--- src/asf_consts.svh ---
// Offsets, field positions, reset values and timing counts of the status block
// Function
// RULE1: Bit 14 reference present; zero below threshold or in sleep/standby.
// RULE2: Reference flag valid within 30 us after a conversion start.
// RULE3: Missing reference is status only; conversion carries on regardless.
// RULE4: Outside mode 1, duplicate orders among enabled channels set bit 13.
// RULE5: Enabled channel with order 000 or 111 also sets bit 13.
// RULE6: Enabled orders must run 1..n without gaps; error holds standby.
// RULE7: Outside mode 1, shared output among enabled outputs sets bit 12; standby.
// RULE8: Calibration type 11 sets configuration error bit 11.
// RULE9: Single-cycle select low in scan modes 2-4 sets bit 11; forces standby.
// RULE10: Overranged system gain calibration sets bit 10; coefficient saturates.
// RULE11: Clipped result sets bit 9; in-range result reads zero.
// RULE12: Bit 8 reports modulator input above reference, gain stage included.
// RULE13: Bits 7:4 give the rate of the current FIFO result or calibration.
// RULE14: Bits 3:2 power state: 00 convert, 01 sleep, 10 standby, 11 reset.
// RULE15: Bit 1 high while conversion or calibration runs, else low.
// RULE16: Mode 1: bit 0 set on new result, cleared by full read; mirrors pin.
// RULE17: Status fields are read-only; writes leave them unchanged.
`ifndef ASF_CONSTS_SVH
`define ASF_CONSTS_SVH

// Register byte offsets
`define ASF_OFF_STATUS 8'h00
`define ASF_OFF_IRQ_STATUS 8'h04
`define ASF_OFF_IRQ_CLEAR 8'h08
`define ASF_OFF_IRQ_ENABLE 8'h0c
`define ASF_OFF_REF_VALID 8'h10

// Status field positions
`define ASF_BIT_REF_PRESENT 14
`define ASF_BIT_ORDER_ERR 13
`define ASF_BIT_MAP_ERR 12
`define ASF_BIT_CFG_ERR 11
`define ASF_BIT_SYS_GAIN_OR 10
`define ASF_BIT_RESULT_OR 9
`define ASF_BIT_ANALOG_OR 8
`define ASF_RATE_HI 7
`define ASF_RATE_LO 4
`define ASF_PSTATE_HI 3
`define ASF_PSTATE_LO 2
`define ASF_BIT_BUSY 1
`define ASF_BIT_READY 0

// Interrupt event bits
`define ASF_IRQ_READY 0
`define ASF_IRQ_CFG 1
`define ASF_IRQ_RESULT_OR 2
`define ASF_IRQ_REF_LOST 3
`define ASF_IRQ_WIDTH 4

// Field encodings and reset values
`define ASF_NUM_CH 6
`define ASF_ORDER_W 3
`define ASF_CAL_RESERVED 2'h3
`define ASF_MODE_SEQ1 2'h0
`define ASF_RATE_RESET 4'h0
`define ASF_IRQ_EN_RESET 4'h0

// Reference settle time in ns and its cycle count at 20 ns, rounded down
`define ASF_REF_VALID_NS 30000
`define ASF_CLK_NS 20
`define ASF_REF_VALID_CYC (`ASF_REF_VALID_NS / `ASF_CLK_NS)

`endif

--- src/asf_pkg.sv ---
// Types shared by the status block
package asf_pkg;
	// Power state, values equal to the reported field
	typedef enum logic [1:0] {
		ASF_PS_CONVERT = 2'h0,
		ASF_PS_SLEEP = 2'h1,
		ASF_PS_STANDBY = 2'h2,
		ASF_PS_RESET = 2'h3
	} asf_power_type;
endpackage : asf_pkg

--- src/asf_status.sv ---
// Status flag block of the converter with Avalon-MM register access
`timescale 1ns/10ps
`include "asf_consts.svh"
module asf_status (
	// Clock, reset, enable
	input wire logic clock_in,
	input wire logic rst_in,
	input wire logic ce_in,
	// Avalon-MM slave
	input wire logic [7:0] avs_address_in,
	input wire logic avs_read_in,
	input wire logic avs_write_in,
	input wire logic [31:0] avs_writedata_in,
	input wire logic [3:0] avs_byteenable_in,
	output logic [31:0] avs_readdata_out,
	output logic avs_waitrequest_out,
	// Configuration from control registers
	input wire logic [1:0] seq_mode_in,
	input wire logic [1:0] cal_type_in,
	input wire logic single_cycle_select_in,
	input wire logic [5:0] channel_scan_enable_in,
	input wire logic [17:0] channel_scan_order_in,
	input wire logic [5:0] channel_output_enable_in,
	input wire logic [17:0] channel_output_map_in,
	input wire asf_pkg::asf_power_type power_request_in,
	// Sequencer and datapath events
	input wire logic conversion_start_in,
	input wire logic conversion_running_in,
	input wire logic calibration_running_in,
	input wire logic gain_cal_done_in,
	input wire logic gain_cal_overrange_in,
	input wire logic result_write_in,
	input wire logic result_clipped_in,
	input wire logic [3:0] result_rate_in,
	input wire logic fifo_read_done_in,
	// Analog comparators
	input wire logic ref_low_in,
	input wire logic analog_overrange_in,
	// Status outputs
	output asf_pkg::asf_power_type power_state_out,
	output logic conversion_allowed_out,
	output logic gain_saturate_out,
	output logic ready_interrupt_pin_n_out,
	output logic irq_out
);
	import asf_pkg::*;

	logic ref_low_s1;
	logic ref_low_s2;
	logic aor_s1;
	logic aor_s2;
	asf_power_type power_state;
	asf_power_type next_power_state;
	logic reference_present;
	logic scan_order_error;
	logic output_map_error;
	logic config_error;
	logic sys_gain_overrange;
	logic result_overrange;
	logic analog_overrange;
	logic [3:0] rate;
	logic modulator_busy;
	logic ready;
	logic [11:0] ref_count;
	logic ref_valid;
	logic [3:0] irq_status;
	logic [3:0] irq_enable;
	logic [3:0] irq_event;
	logic next_order_err;
	logic next_map_err;
	logic next_cfg_err;
	logic any_error;
	logic ref_lost;
	logic [31:0] status_word;
	logic [31:0] next_readdata;
	logic req;

	// Two-stage synchronisers for analog comparator levels
	always_ff @(posedge clock_in)
	begin
		if (rst_in)
		begin
			ref_low_s1 <= 1'b0;
			ref_low_s2 <= 1'b0;
			aor_s1 <= 1'b0;
			aor_s2 <= 1'b0;
		end
		else if (ce_in)
		begin
			ref_low_s1 <= ref_low_in;
			ref_low_s2 <= ref_low_s1;
			aor_s1 <= analog_overrange_in;
			aor_s2 <= aor_s1;
		end
	end

	// Scan order check: enabled orders must be a permutation of 1..n
	always_comb
	begin
		logic [2:0] count;
		logic [2:0] oi;
		logic [2:0] oj;
		count = 3'h0;
		oi = 3'h0;
		oj = 3'h0;
		next_order_err = 1'b0;
		for (int i = 0; i < `ASF_NUM_CH; i++)
			count = count + {2'h0, channel_scan_enable_in[i]};
		for (int i = 0; i < `ASF_NUM_CH; i++)
		begin
			oi = channel_scan_order_in[i*`ASF_ORDER_W +: `ASF_ORDER_W];
			if (channel_scan_enable_in[i])
			begin
				if (oi == 3'h0 || oi == 3'h7) // [RULE5]
					next_order_err = 1'b1;
				if (oi > count) // [RULE6]
					next_order_err = 1'b1;
				for (int j = i + 1; j < `ASF_NUM_CH; j++)
				begin
					oj = channel_scan_order_in[j*`ASF_ORDER_W +: `ASF_ORDER_W];
					if (channel_scan_enable_in[j] && oi == oj) // [RULE4]
						next_order_err = 1'b1;
				end
			end
		end
		if (seq_mode_in == `ASF_MODE_SEQ1) // [RULE4]
			next_order_err = 1'b0;
	end

	// Output mapping check: no two enabled outputs share a bump
	always_comb
	begin
		logic [2:0] mi;
		logic [2:0] mj;
		mi = 3'h0;
		mj = 3'h0;
		next_map_err = 1'b0;
		for (int i = 0; i < `ASF_NUM_CH; i++)
		begin
			mi = channel_output_map_in[i*`ASF_ORDER_W +: `ASF_ORDER_W];
			for (int j = i + 1; j < `ASF_NUM_CH; j++)
			begin
				mj = channel_output_map_in[j*`ASF_ORDER_W +: `ASF_ORDER_W];
				if (channel_output_enable_in[i] && channel_output_enable_in[j] && mi == mj)
					next_map_err = 1'b1; // [RULE7]
			end
		end
		if (seq_mode_in == `ASF_MODE_SEQ1)
			next_map_err = 1'b0;
	end

	// Invalid configuration detection
	assign next_cfg_err = (cal_type_in == `ASF_CAL_RESERVED) // [RULE8]
		|| (!single_cycle_select_in && seq_mode_in != `ASF_MODE_SEQ1); // [RULE9]
	assign any_error = next_order_err || next_map_err || next_cfg_err;

	// Configuration error flags
	always_ff @(posedge clock_in)
	begin
		if (rst_in)
		begin
			scan_order_error <= 1'b0;
			output_map_error <= 1'b0;
			config_error <= 1'b0;
		end
		else if (ce_in)
		begin
			scan_order_error <= next_order_err; // [RULE4] [RULE5] [RULE6]
			output_map_error <= next_map_err; // [RULE7]
			config_error <= next_cfg_err; // [RULE8] [RULE9]
		end
	end

	// Power state selection; reference loss does not enter here
	always_comb
	begin
		case (power_state)
			ASF_PS_RESET: next_power_state = ASF_PS_STANDBY;
			default:
				if (any_error)
					next_power_state = ASF_PS_STANDBY; // [RULE6] [RULE7] [RULE9] [RULE3]
				else if (power_request_in == ASF_PS_RESET)
					next_power_state = ASF_PS_STANDBY;
				else
					next_power_state = power_request_in;
		endcase
	end

	// Power state register
	always_ff @(posedge clock_in)
	begin
		if (rst_in)
			power_state <= ASF_PS_RESET; // [RULE14]
		else if (ce_in)
			power_state <= next_power_state; // [RULE14]
	end

	// Reference detection, forced low outside conversion
	always_ff @(posedge clock_in)
	begin
		if (rst_in)
			reference_present <= 1'b0;
		else if (ce_in)
		begin
			if (power_state != ASF_PS_CONVERT)
				reference_present <= 1'b0; // [RULE1]
			else
				reference_present <= !ref_low_s2; // [RULE1]
		end
	end

	// Settle counter after conversion start marks the flag valid
	always_ff @(posedge clock_in)
	begin
		if (rst_in)
		begin
			ref_count <= 12'h0;
			ref_valid <= 1'b0;
		end
		else if (ce_in)
		begin
			if (power_state != ASF_PS_CONVERT || conversion_start_in)
			begin
				ref_count <= 12'h0;
				ref_valid <= 1'b0;
			end
			else if (ref_count < 12'(`ASF_REF_VALID_CYC - 1))
				ref_count <= ref_count + 12'h1;
			else
				ref_valid <= 1'b1; // [RULE2]
		end
	end

	// Calibration and result flags
	always_ff @(posedge clock_in)
	begin
		if (rst_in)
		begin
			sys_gain_overrange <= 1'b0;
			result_overrange <= 1'b0;
			rate <= `ASF_RATE_RESET;
			analog_overrange <= 1'b0;
			modulator_busy <= 1'b0;
		end
		else if (ce_in)
		begin
			if (gain_cal_done_in)
				sys_gain_overrange <= gain_cal_overrange_in; // [RULE10]
			if (result_write_in)
			begin
				result_overrange <= result_clipped_in; // [RULE11]
				rate <= result_rate_in; // [RULE13]
			end
			analog_overrange <= aor_s2; // [RULE12]
			modulator_busy <= conversion_running_in || calibration_running_in; // [RULE15]
		end
	end

	// Ready flag, mode 1 only; a new result wins over a read
	always_ff @(posedge clock_in)
	begin
		if (rst_in)
			ready <= 1'b0;
		else if (ce_in)
		begin
			if (seq_mode_in != `ASF_MODE_SEQ1)
				ready <= 1'b0;
			else if (result_write_in)
				ready <= 1'b1; // [RULE16]
			else if (fifo_read_done_in)
				ready <= 1'b0; // [RULE16]
		end
	end

	// Interrupt events
	assign ref_lost = reference_present && ref_low_s2 && power_state == ASF_PS_CONVERT;
	assign irq_event[`ASF_IRQ_READY] = result_write_in && seq_mode_in == `ASF_MODE_SEQ1;
	assign irq_event[`ASF_IRQ_CFG] = any_error && !(scan_order_error || output_map_error
		|| config_error);
	assign irq_event[`ASF_IRQ_RESULT_OR] = result_write_in && result_clipped_in;
	assign irq_event[`ASF_IRQ_REF_LOST] = ref_lost;

	// Status word; upper bits read as zero
	always_comb
	begin
		status_word = 32'h0;
		status_word[`ASF_BIT_REF_PRESENT] = reference_present;
		status_word[`ASF_BIT_ORDER_ERR] = scan_order_error;
		status_word[`ASF_BIT_MAP_ERR] = output_map_error;
		status_word[`ASF_BIT_CFG_ERR] = config_error;
		status_word[`ASF_BIT_SYS_GAIN_OR] = sys_gain_overrange;
		status_word[`ASF_BIT_RESULT_OR] = result_overrange;
		status_word[`ASF_BIT_ANALOG_OR] = analog_overrange;
		status_word[`ASF_RATE_HI:`ASF_RATE_LO] = rate;
		status_word[`ASF_PSTATE_HI:`ASF_PSTATE_LO] = power_state;
		status_word[`ASF_BIT_BUSY] = modulator_busy;
		status_word[`ASF_BIT_READY] = ready;
	end

	// Read data decode
	assign req = (avs_read_in || avs_write_in) && avs_waitrequest_out;
	always_comb
	begin
		if (avs_address_in == `ASF_OFF_STATUS)
			next_readdata = status_word;
		else if (avs_address_in == `ASF_OFF_IRQ_STATUS)
			next_readdata = {28'h0, irq_status};
		else if (avs_address_in == `ASF_OFF_IRQ_ENABLE)
			next_readdata = {28'h0, irq_enable};
		else if (avs_address_in == `ASF_OFF_REF_VALID)
			next_readdata = {31'h0, ref_valid};
		else
			next_readdata = 32'h0;
	end

	// Bus handshake: one wait cycle, then data and waitrequest low
	always_ff @(posedge clock_in)
	begin
		if (rst_in)
		begin
			avs_waitrequest_out <= 1'b1;
			avs_readdata_out <= 32'h0;
		end
		else if (ce_in)
		begin
			avs_waitrequest_out <= !req;
			if (req && avs_read_in)
				avs_readdata_out <= next_readdata;
		end
	end

	// Interrupt enable register; status word writes are dropped
	always_ff @(posedge clock_in)
	begin
		if (rst_in)
			irq_enable <= `ASF_IRQ_EN_RESET;
		else if (ce_in && req && avs_write_in && avs_byteenable_in[0]
			&& avs_address_in == `ASF_OFF_IRQ_ENABLE)
			irq_enable <= avs_writedata_in[3:0]; // [RULE17]
	end

	// Sticky interrupt status, set wins over clear
	always_ff @(posedge clock_in)
	begin
		if (rst_in)
			irq_status <= 4'h0;
		else if (ce_in)
		begin
			if (req && avs_write_in && avs_byteenable_in[0]
				&& avs_address_in == `ASF_OFF_IRQ_CLEAR)
				irq_status <= (irq_status & ~avs_writedata_in[3:0]) | irq_event;
			else
				irq_status <= irq_status | irq_event;
		end
	end

	// Registered outputs
	always_ff @(posedge clock_in)
	begin
		if (rst_in)
		begin
			power_state_out <= ASF_PS_RESET;
			conversion_allowed_out <= 1'b0;
			gain_saturate_out <= 1'b0;
			ready_interrupt_pin_n_out <= 1'b1;
			irq_out <= 1'b0;
		end
		else if (ce_in)
		begin
			power_state_out <= next_power_state; // [RULE14]
			conversion_allowed_out <= next_power_state == ASF_PS_CONVERT; // [RULE3]
			gain_saturate_out <= gain_cal_done_in ? gain_cal_overrange_in
				: gain_saturate_out; // [RULE10]
			ready_interrupt_pin_n_out <= !(seq_mode_in == `ASF_MODE_SEQ1
				&& (result_write_in || (ready && !fifo_read_done_in))); // [RULE16]
			irq_out <= |(irq_status & irq_enable);
		end
	end
endmodule : asf_status
--- config.mk ---
export PLATFORM = sky130hd
export DESIGN_NAME = asf_status
export DESIGN_NICKNAME = d
export VERILOG_FILES = /design/src/asf_pkg.sv /design/src/asf_status.sv
export VERILOG_INCLUDE_DIRS = /design/src /design/src/src
export SDC_FILE = /design/constraint.sdc
export NUM_CORES = 1
export LEC_CHECK = 0
export BUFFER_PORTS_ARGS = -buffer_cell sky130_fd_sc_hd__buf_4
export CAP_MARGIN = 20
export CORE_MARGIN = 2
export CORE_UTILIZATION = 52
export CTS_BUF_LIST = sky130_fd_sc_hd__clkbuf_8
export DETAILED_ROUTE_END_ITERATION = 10
export HOLD_SLACK_MARGIN = 0.03
export PLACE_DENSITY = 0.83
export SETUP_SLACK_MARGIN = 0.05
export SLEW_MARGIN = 20
export SYNTH_ARGS = -nofsm -noshare
export SYNTH_HDL_FRONTEND = slang
export SYNTH_SLANG_ARGS = --single-unit
--- constraint.sdc ---
create_clock -name clock_in -period 4.45 [get_ports clock_in]
set_input_delay 0.2225 -clock clock_in [delete_from_list [all_inputs] [get_ports clock_in]]
set_output_delay 0.2225 -clock clock_in [all_outputs]
set_load 0.1 [all_outputs]
---- Word level (Yosys, flattened, before mapping) ----
Cells that the tools add are included.
word-level totals
  flip-flop bits (word level) ............. 76
  bits of input ports ..................... 118
  output and inout port bits .............. 39
  logic and storage cells ................. 256
cells by class
  $add $sub $neg .......................... 6
  magnitude comparators ................... 7
  equal/unequal tests ..................... 44
  multiplexer cells ....................... 66
  bitwise logic cells ..................... 5
  reductions and logical operators ........ 104
operators by type and width
  kind                                                                            count
  3-bit equality test                                                             30
  1-bit logical AND                                                               62
  1-bit two-way mux                                                               57
  12-bit two-way mux                                                              2
  3-bit equality test, second input constant                                      6
  3-bit greater-than comparator                                                   6
  3-bit zero test                                                                 6
  8-bit by 4-bit equality test with 1-bit output, second input constant           2
  1-bit logical OR                                                                15
  15-bit two-way mux                                                              1
  12-bit by 1-bit adder with 12-bit output, second input constant                 1
  12-bit by 11-bit less-than comparator with 1-bit output, second input constant  1
  4-bit two-way mux                                                               3
  2-bit AND reduction                                                             6
  3-bit by 1-bit adder with 3-bit output                                          3
  4-bit AND                                                                       2
  8-bit by 3-bit equality test with 1-bit output, second input constant           1
  8-bit by 5-bit equality test with 1-bit output, second input constant           1
  8-bit zero test                                                                 1
  4-bit bitwise OR                                                                2
  2-bit equality test, second input constant                                      3
  1-bit zero test                                                                 6
  2-bit zero test                                                                 3
  2-bit two-way mux                                                               3
  other kinds (7)                                                                 9

---- Longest topological paths before layout ----
  word-level depth ........................ 44
  depth in mapped cells ................... 14

---- Worst setup path before layout ----
Ideal clock, no wire load.
  path type ............................... input -> register
  start ................................... input channel_scan_enable_in[0]
  end ..................................... register conversion_allowed_out
  arrival time ............................ 3463 ps
  required time ........................... 4354 ps
  path slack .............................. 891 ps
  cell stages on the path ................. 14
  buffers on the path ..................... 1
  cells stage by stage .................... fa_1 -> inv_1 -> fa_1 -> inv_1 -> ha_1 -> fa_1 -> buf_4 -> inv_2 -> maj3_2 -> o21a_1 -> o31ai_1 -> nand4_1 -> o31a_1 -> o41ai_2
on the way
  word-level cells in the longest chain between the ends .. 44
RTL lines
  what                                                  RTL line           RTL
  start: declaration                                    asf_status.sv:21   input wire logic [5:0] channel_scan_enable_in,
  1-bit by 1-bit adder with 2-bit output                asf_status.sv:108  count = count + {2'h0, channel_scan_enable_in[i]};
  2-bit by 1-bit adder with 3-bit output                asf_status.sv:108
  3-bit by 1-bit adder with 3-bit output (3 in series)  asf_status.sv:108
  3-bit greater-than comparator                         asf_status.sv:116  if (oi > count)
  1-bit two-way mux                                     asf_status.sv:116
  1-bit two-way mux (5 in series)                       asf_status.sv:121  if (channel_scan_enable_in[j] && oi == oj)
  1-bit two-way mux                                     asf_status.sv:112  if (channel_scan_enable_in[i])
  1-bit two-way mux                                     asf_status.sv:114  if (oi == 3'h0 || oi == 3'h7)
  [21 not listed]                                       n/a
  1-bit two-way mux                                     asf_status.sv:114
  1-bit two-way mux                                     asf_status.sv:116
  1-bit two-way mux (*)                                 asf_status.sv:112
  1-bit two-way mux (*)                                 asf_status.sv:126  if (seq_mode_in == `ASF_MODE_SEQ1)
  1-bit logical OR (*) (2 in series)                    asf_status.sv:155  assign any_error = next_order_err || next_map_err || next_cfg_err;
  2-bit two-way mux (*)                                 asf_status.sv:180  if (any_error)
  2-bit two-way mux (*)                                 asf_status.sv:177  case (power_state)
  2-bit zero test (*)                                   asf_status.sv:371  conversion_allowed_out <= next_power_state == ASF_PS_CONVERT;
  end signal: assignment                                asf_status.sv:363  conversion_allowed_out <= 1'b0;
  end signal: assignment                                asf_status.sv:371
  end: declaration                                      asf_status.sv:41   output logic conversion_allowed_out,
Mark *: on every way between the ends. The rest lies on a longest branch, timed or not.
A chain may end at the register's enable or synchronous reset.

---- Worst setup path in the final report ----
Ends and elaborated chain as after synthesis.

==> flow_summary.toml <==
[worst_hold_path]
min_to = "conversion_allowed_out"
hold_start = "power_request_in[0]"
hold_class = "input pin to register"
min_path_cells = 2

[critical_path]
timing.rr.end = "ref_count[5]"
critical_path_arrival_ns = 4.09
max_stage_delay_ns = 0.72
rrSetupSlack_ns = 2.23
r2r_start = "ref_count[0]"
worstSetupPathType = "input pin to register"
crit_chain = "buf_4 > fa_1 > inv_1 > fa_1 > inv_1 > ha_1 > fa_1 > o21ai_1 > o22ai_1 > nor2_1 > o41ai_1 > nand4_1 > o31a_1 > o41ai_2"
critPathMaxFanout = 10
r2r_cells = 8
required_ns = 4.70
crit_path_end_kind = "register"
critical_path.slowest_cell = "fa_1"
cp_common_cell = "fa_1"
start_kind = "input pin"

[clocking]
numCtsBuffers = 9
cts.sinks = 59
cts.clk_slew.worst_paths_ns = 0.06
ctsResizeCount = 0
cts_tree = "done"
cts_hold_repair.buffers = 0
postCtsSetupBuffers = 0
ctsRootBufferMaster = "clkbuf_8"
cts_max_path_buffers = 2
clock_latency_ns = 0.34
h-tree-depth = 3

[sta]
tns_ns = 0
worstMarginPinSlew_ns = 0.719
max_freq_mhz = 260
finalHoldViolations = 0
setup_violations = 0
skew_ns = 0.00691
slew_violations = 0
relSlewSlack_pct = 51.7
min_period_over_period_pct = 86.4
rsz0062_at_grt = "no"
finalCriticalPeriod_ns = 3.84

[floorplanning]
core_um2 = 8300
pin_count = 157
rows = 33
fp.dieH_um = 97.2
die_x_um = 97.2
design.die.area_um2 = 9440
initial_core_util_pct = 54.4

[logic_synthesis]
yosysMostFrequentCell = "nor2_1"
yosys_warnings = 0
syn_area_um2 = 4510
ys_top_cells_by_count = "64 x nor2_1, 60 x xnor2_1, 59 x dfxtp_1"
netlist.area_leader.share_pct = 26.2
yosysTopAreaCell = "dfxtp_1"
yosysSeqAreaShare_pct = 26.2
yosysUniqueCellTypes = 62
synth_edf_count = 0
syn_inst = 578
syn_avg_cell_area_um2 = 7.81
synthArstFlopShare_pct = 0
synth_top_cells_by_area = "dfxtp_1 26%, xnor2_1 12%, xor2_1 6.8%"
synth_ff_type = "dfxtp_1"
ys_ff_latch = 59

[route]
drc_errors = 0
vias = 4356
ant_nets = 0
dr.pass1.iters = 5
wl_per_cell_um = 15.7
wirelength_mm = 11.8
dr.first_iter.drc_count = 255
via_per_inst = 5.78

[final_layout]
fin_nets = 773
area_growth_pct = 17.8
utilization_pct = 64.1
drive_gt1_share_pct = 21.3
antenna_cells = 0

[pwr]
power.density_nw_per_um2 = 286
power.leakage_nw = 2.16
vdd_drop_max_mv = 0.145

[global_routing]
grt_pass1_wl_mm = 19.4
antenna_found_initial = 0
grt_usage_pct = 24.5
grt_overflow_total = 0
first_global_vias = 4140
grt_max_degree = 49

[placed_design]
gp_congestion = 0.914
place_hpwl_mm = 8.90
portBuffers = 108

[job]
drv_cap = 0

[outcome]
outcome = "completed"
-- where the power goes --
group / switching (mW) / leakage (nW) / total [mW] / internal, mW
logic: 0.306 / 1.57 / 0.493 / 0.187
clock network: 0.207 / 0.106 / 0.476 / 0.268
registers: 0.0104 / 0.479 / 0.550 / 0.540
-- how the worst max path moves through the flow --
| stage | from | end | slack (ns) |
|---|---|---|---|
| 5_1_grt | channel_scan_enable_in[0] | conversion_allowed_out | 0.36 |
| 6_report | channel_scan_enable_in[0] | conversion_allowed_out | 0.61 |
| 3_3_place_gp | channel_scan_enable_in[0] | conversion_allowed_out | 0.40 |
| 2_1_floorplan | channel_scan_enable_in[0] | conversion_allowed_out | 0.89 |
| 3_5_place_dp | channel_scan_enable_in[0] | conversion_allowed_out | 0.28 |
| 4_1_cts | channel_scan_enable_in[0] | conversion_allowed_out | 0.66 |
-- metal layers --
| metal | up-vias | wire (µm) | global-route usage (%) |
|---|---|---|---|
| li1 | 2099 | - | - |
| met3 | 23 | 776 | 5.32 |
| met1 | 2074 | 4900 | 29.8 |
| met4 | 0 | 188 | 9.86 |
| met2 | 160 | 5970 | 41.9 |
| met5 | - | 0 | 0 |
-- placed cells by master (no fill, tap or decap), drive strengths merged, types with 17 or more instances in the layout --
cell type / count
nor3: 21
buf: 109
nand2: 32
a21oi: 32
nand3: 24
nor2: 64
conb: 17
inv: 22
xnor2: 60
dfxtp: 59
nand4: 29
xor2: 35
-- cell families after synthesis --
group                    Yosys count  synth area share [%]
adder cells (fa/ha/maj)           13                  4.02
AO/OA/AOI/OAI                    100                  14.6
flip-flops                        59                  26.2
buffers and inverters             93                  11.0
AND/OR/NAND/NOR                  204                  22.8
multiplexers                      13                  2.91
other                              1                0.0831
XOR/XNOR                          95                  18.4
-- through the flow --
stage	power [mW]	hold slack [ns]	cell area (µm²)	worst slack, ns	cells
finish	1.52	0.0825	5320	0.607	754
global route	1.59	0.0793	5320	0.358	754
CTS	1.52	0.0727	5310	0.656	754
detailed placement	1.05	0.437	5110	0.276	738
global placement	1.03	0.427	5110	0.402	738
floorplan	0.941	0.323	4570	0.891	594
-- critical path: cells and delay by family --
family	cells	cell delay [ns]
adder cells (fa/ha/maj)	4	1.91
AO/OA/AOI/OAI	5	1.36
AND/OR/NAND/NOR	2	0.39
buffers and inverters	3	0.22
-- cell type report --
type                       count  area [µm²]
clock buffer                  10         138
clock inverter                 6        55.1
fill                         730        2980
inverter                      23        86.3
multi-input combinational    442        2910
sequential                    59        1180
tap                          105         131
timing repair buffer         109         818
-- flip-flops by register name, summed over array words and instances (netlist names), 2 cells and up --
name and count:
avs_readdata_out 15, irq_enable 4, irq_status 4, rate 4
power_state_out 2, ref_count 12
No activity file was read; power rests on OpenSTA's default activity.
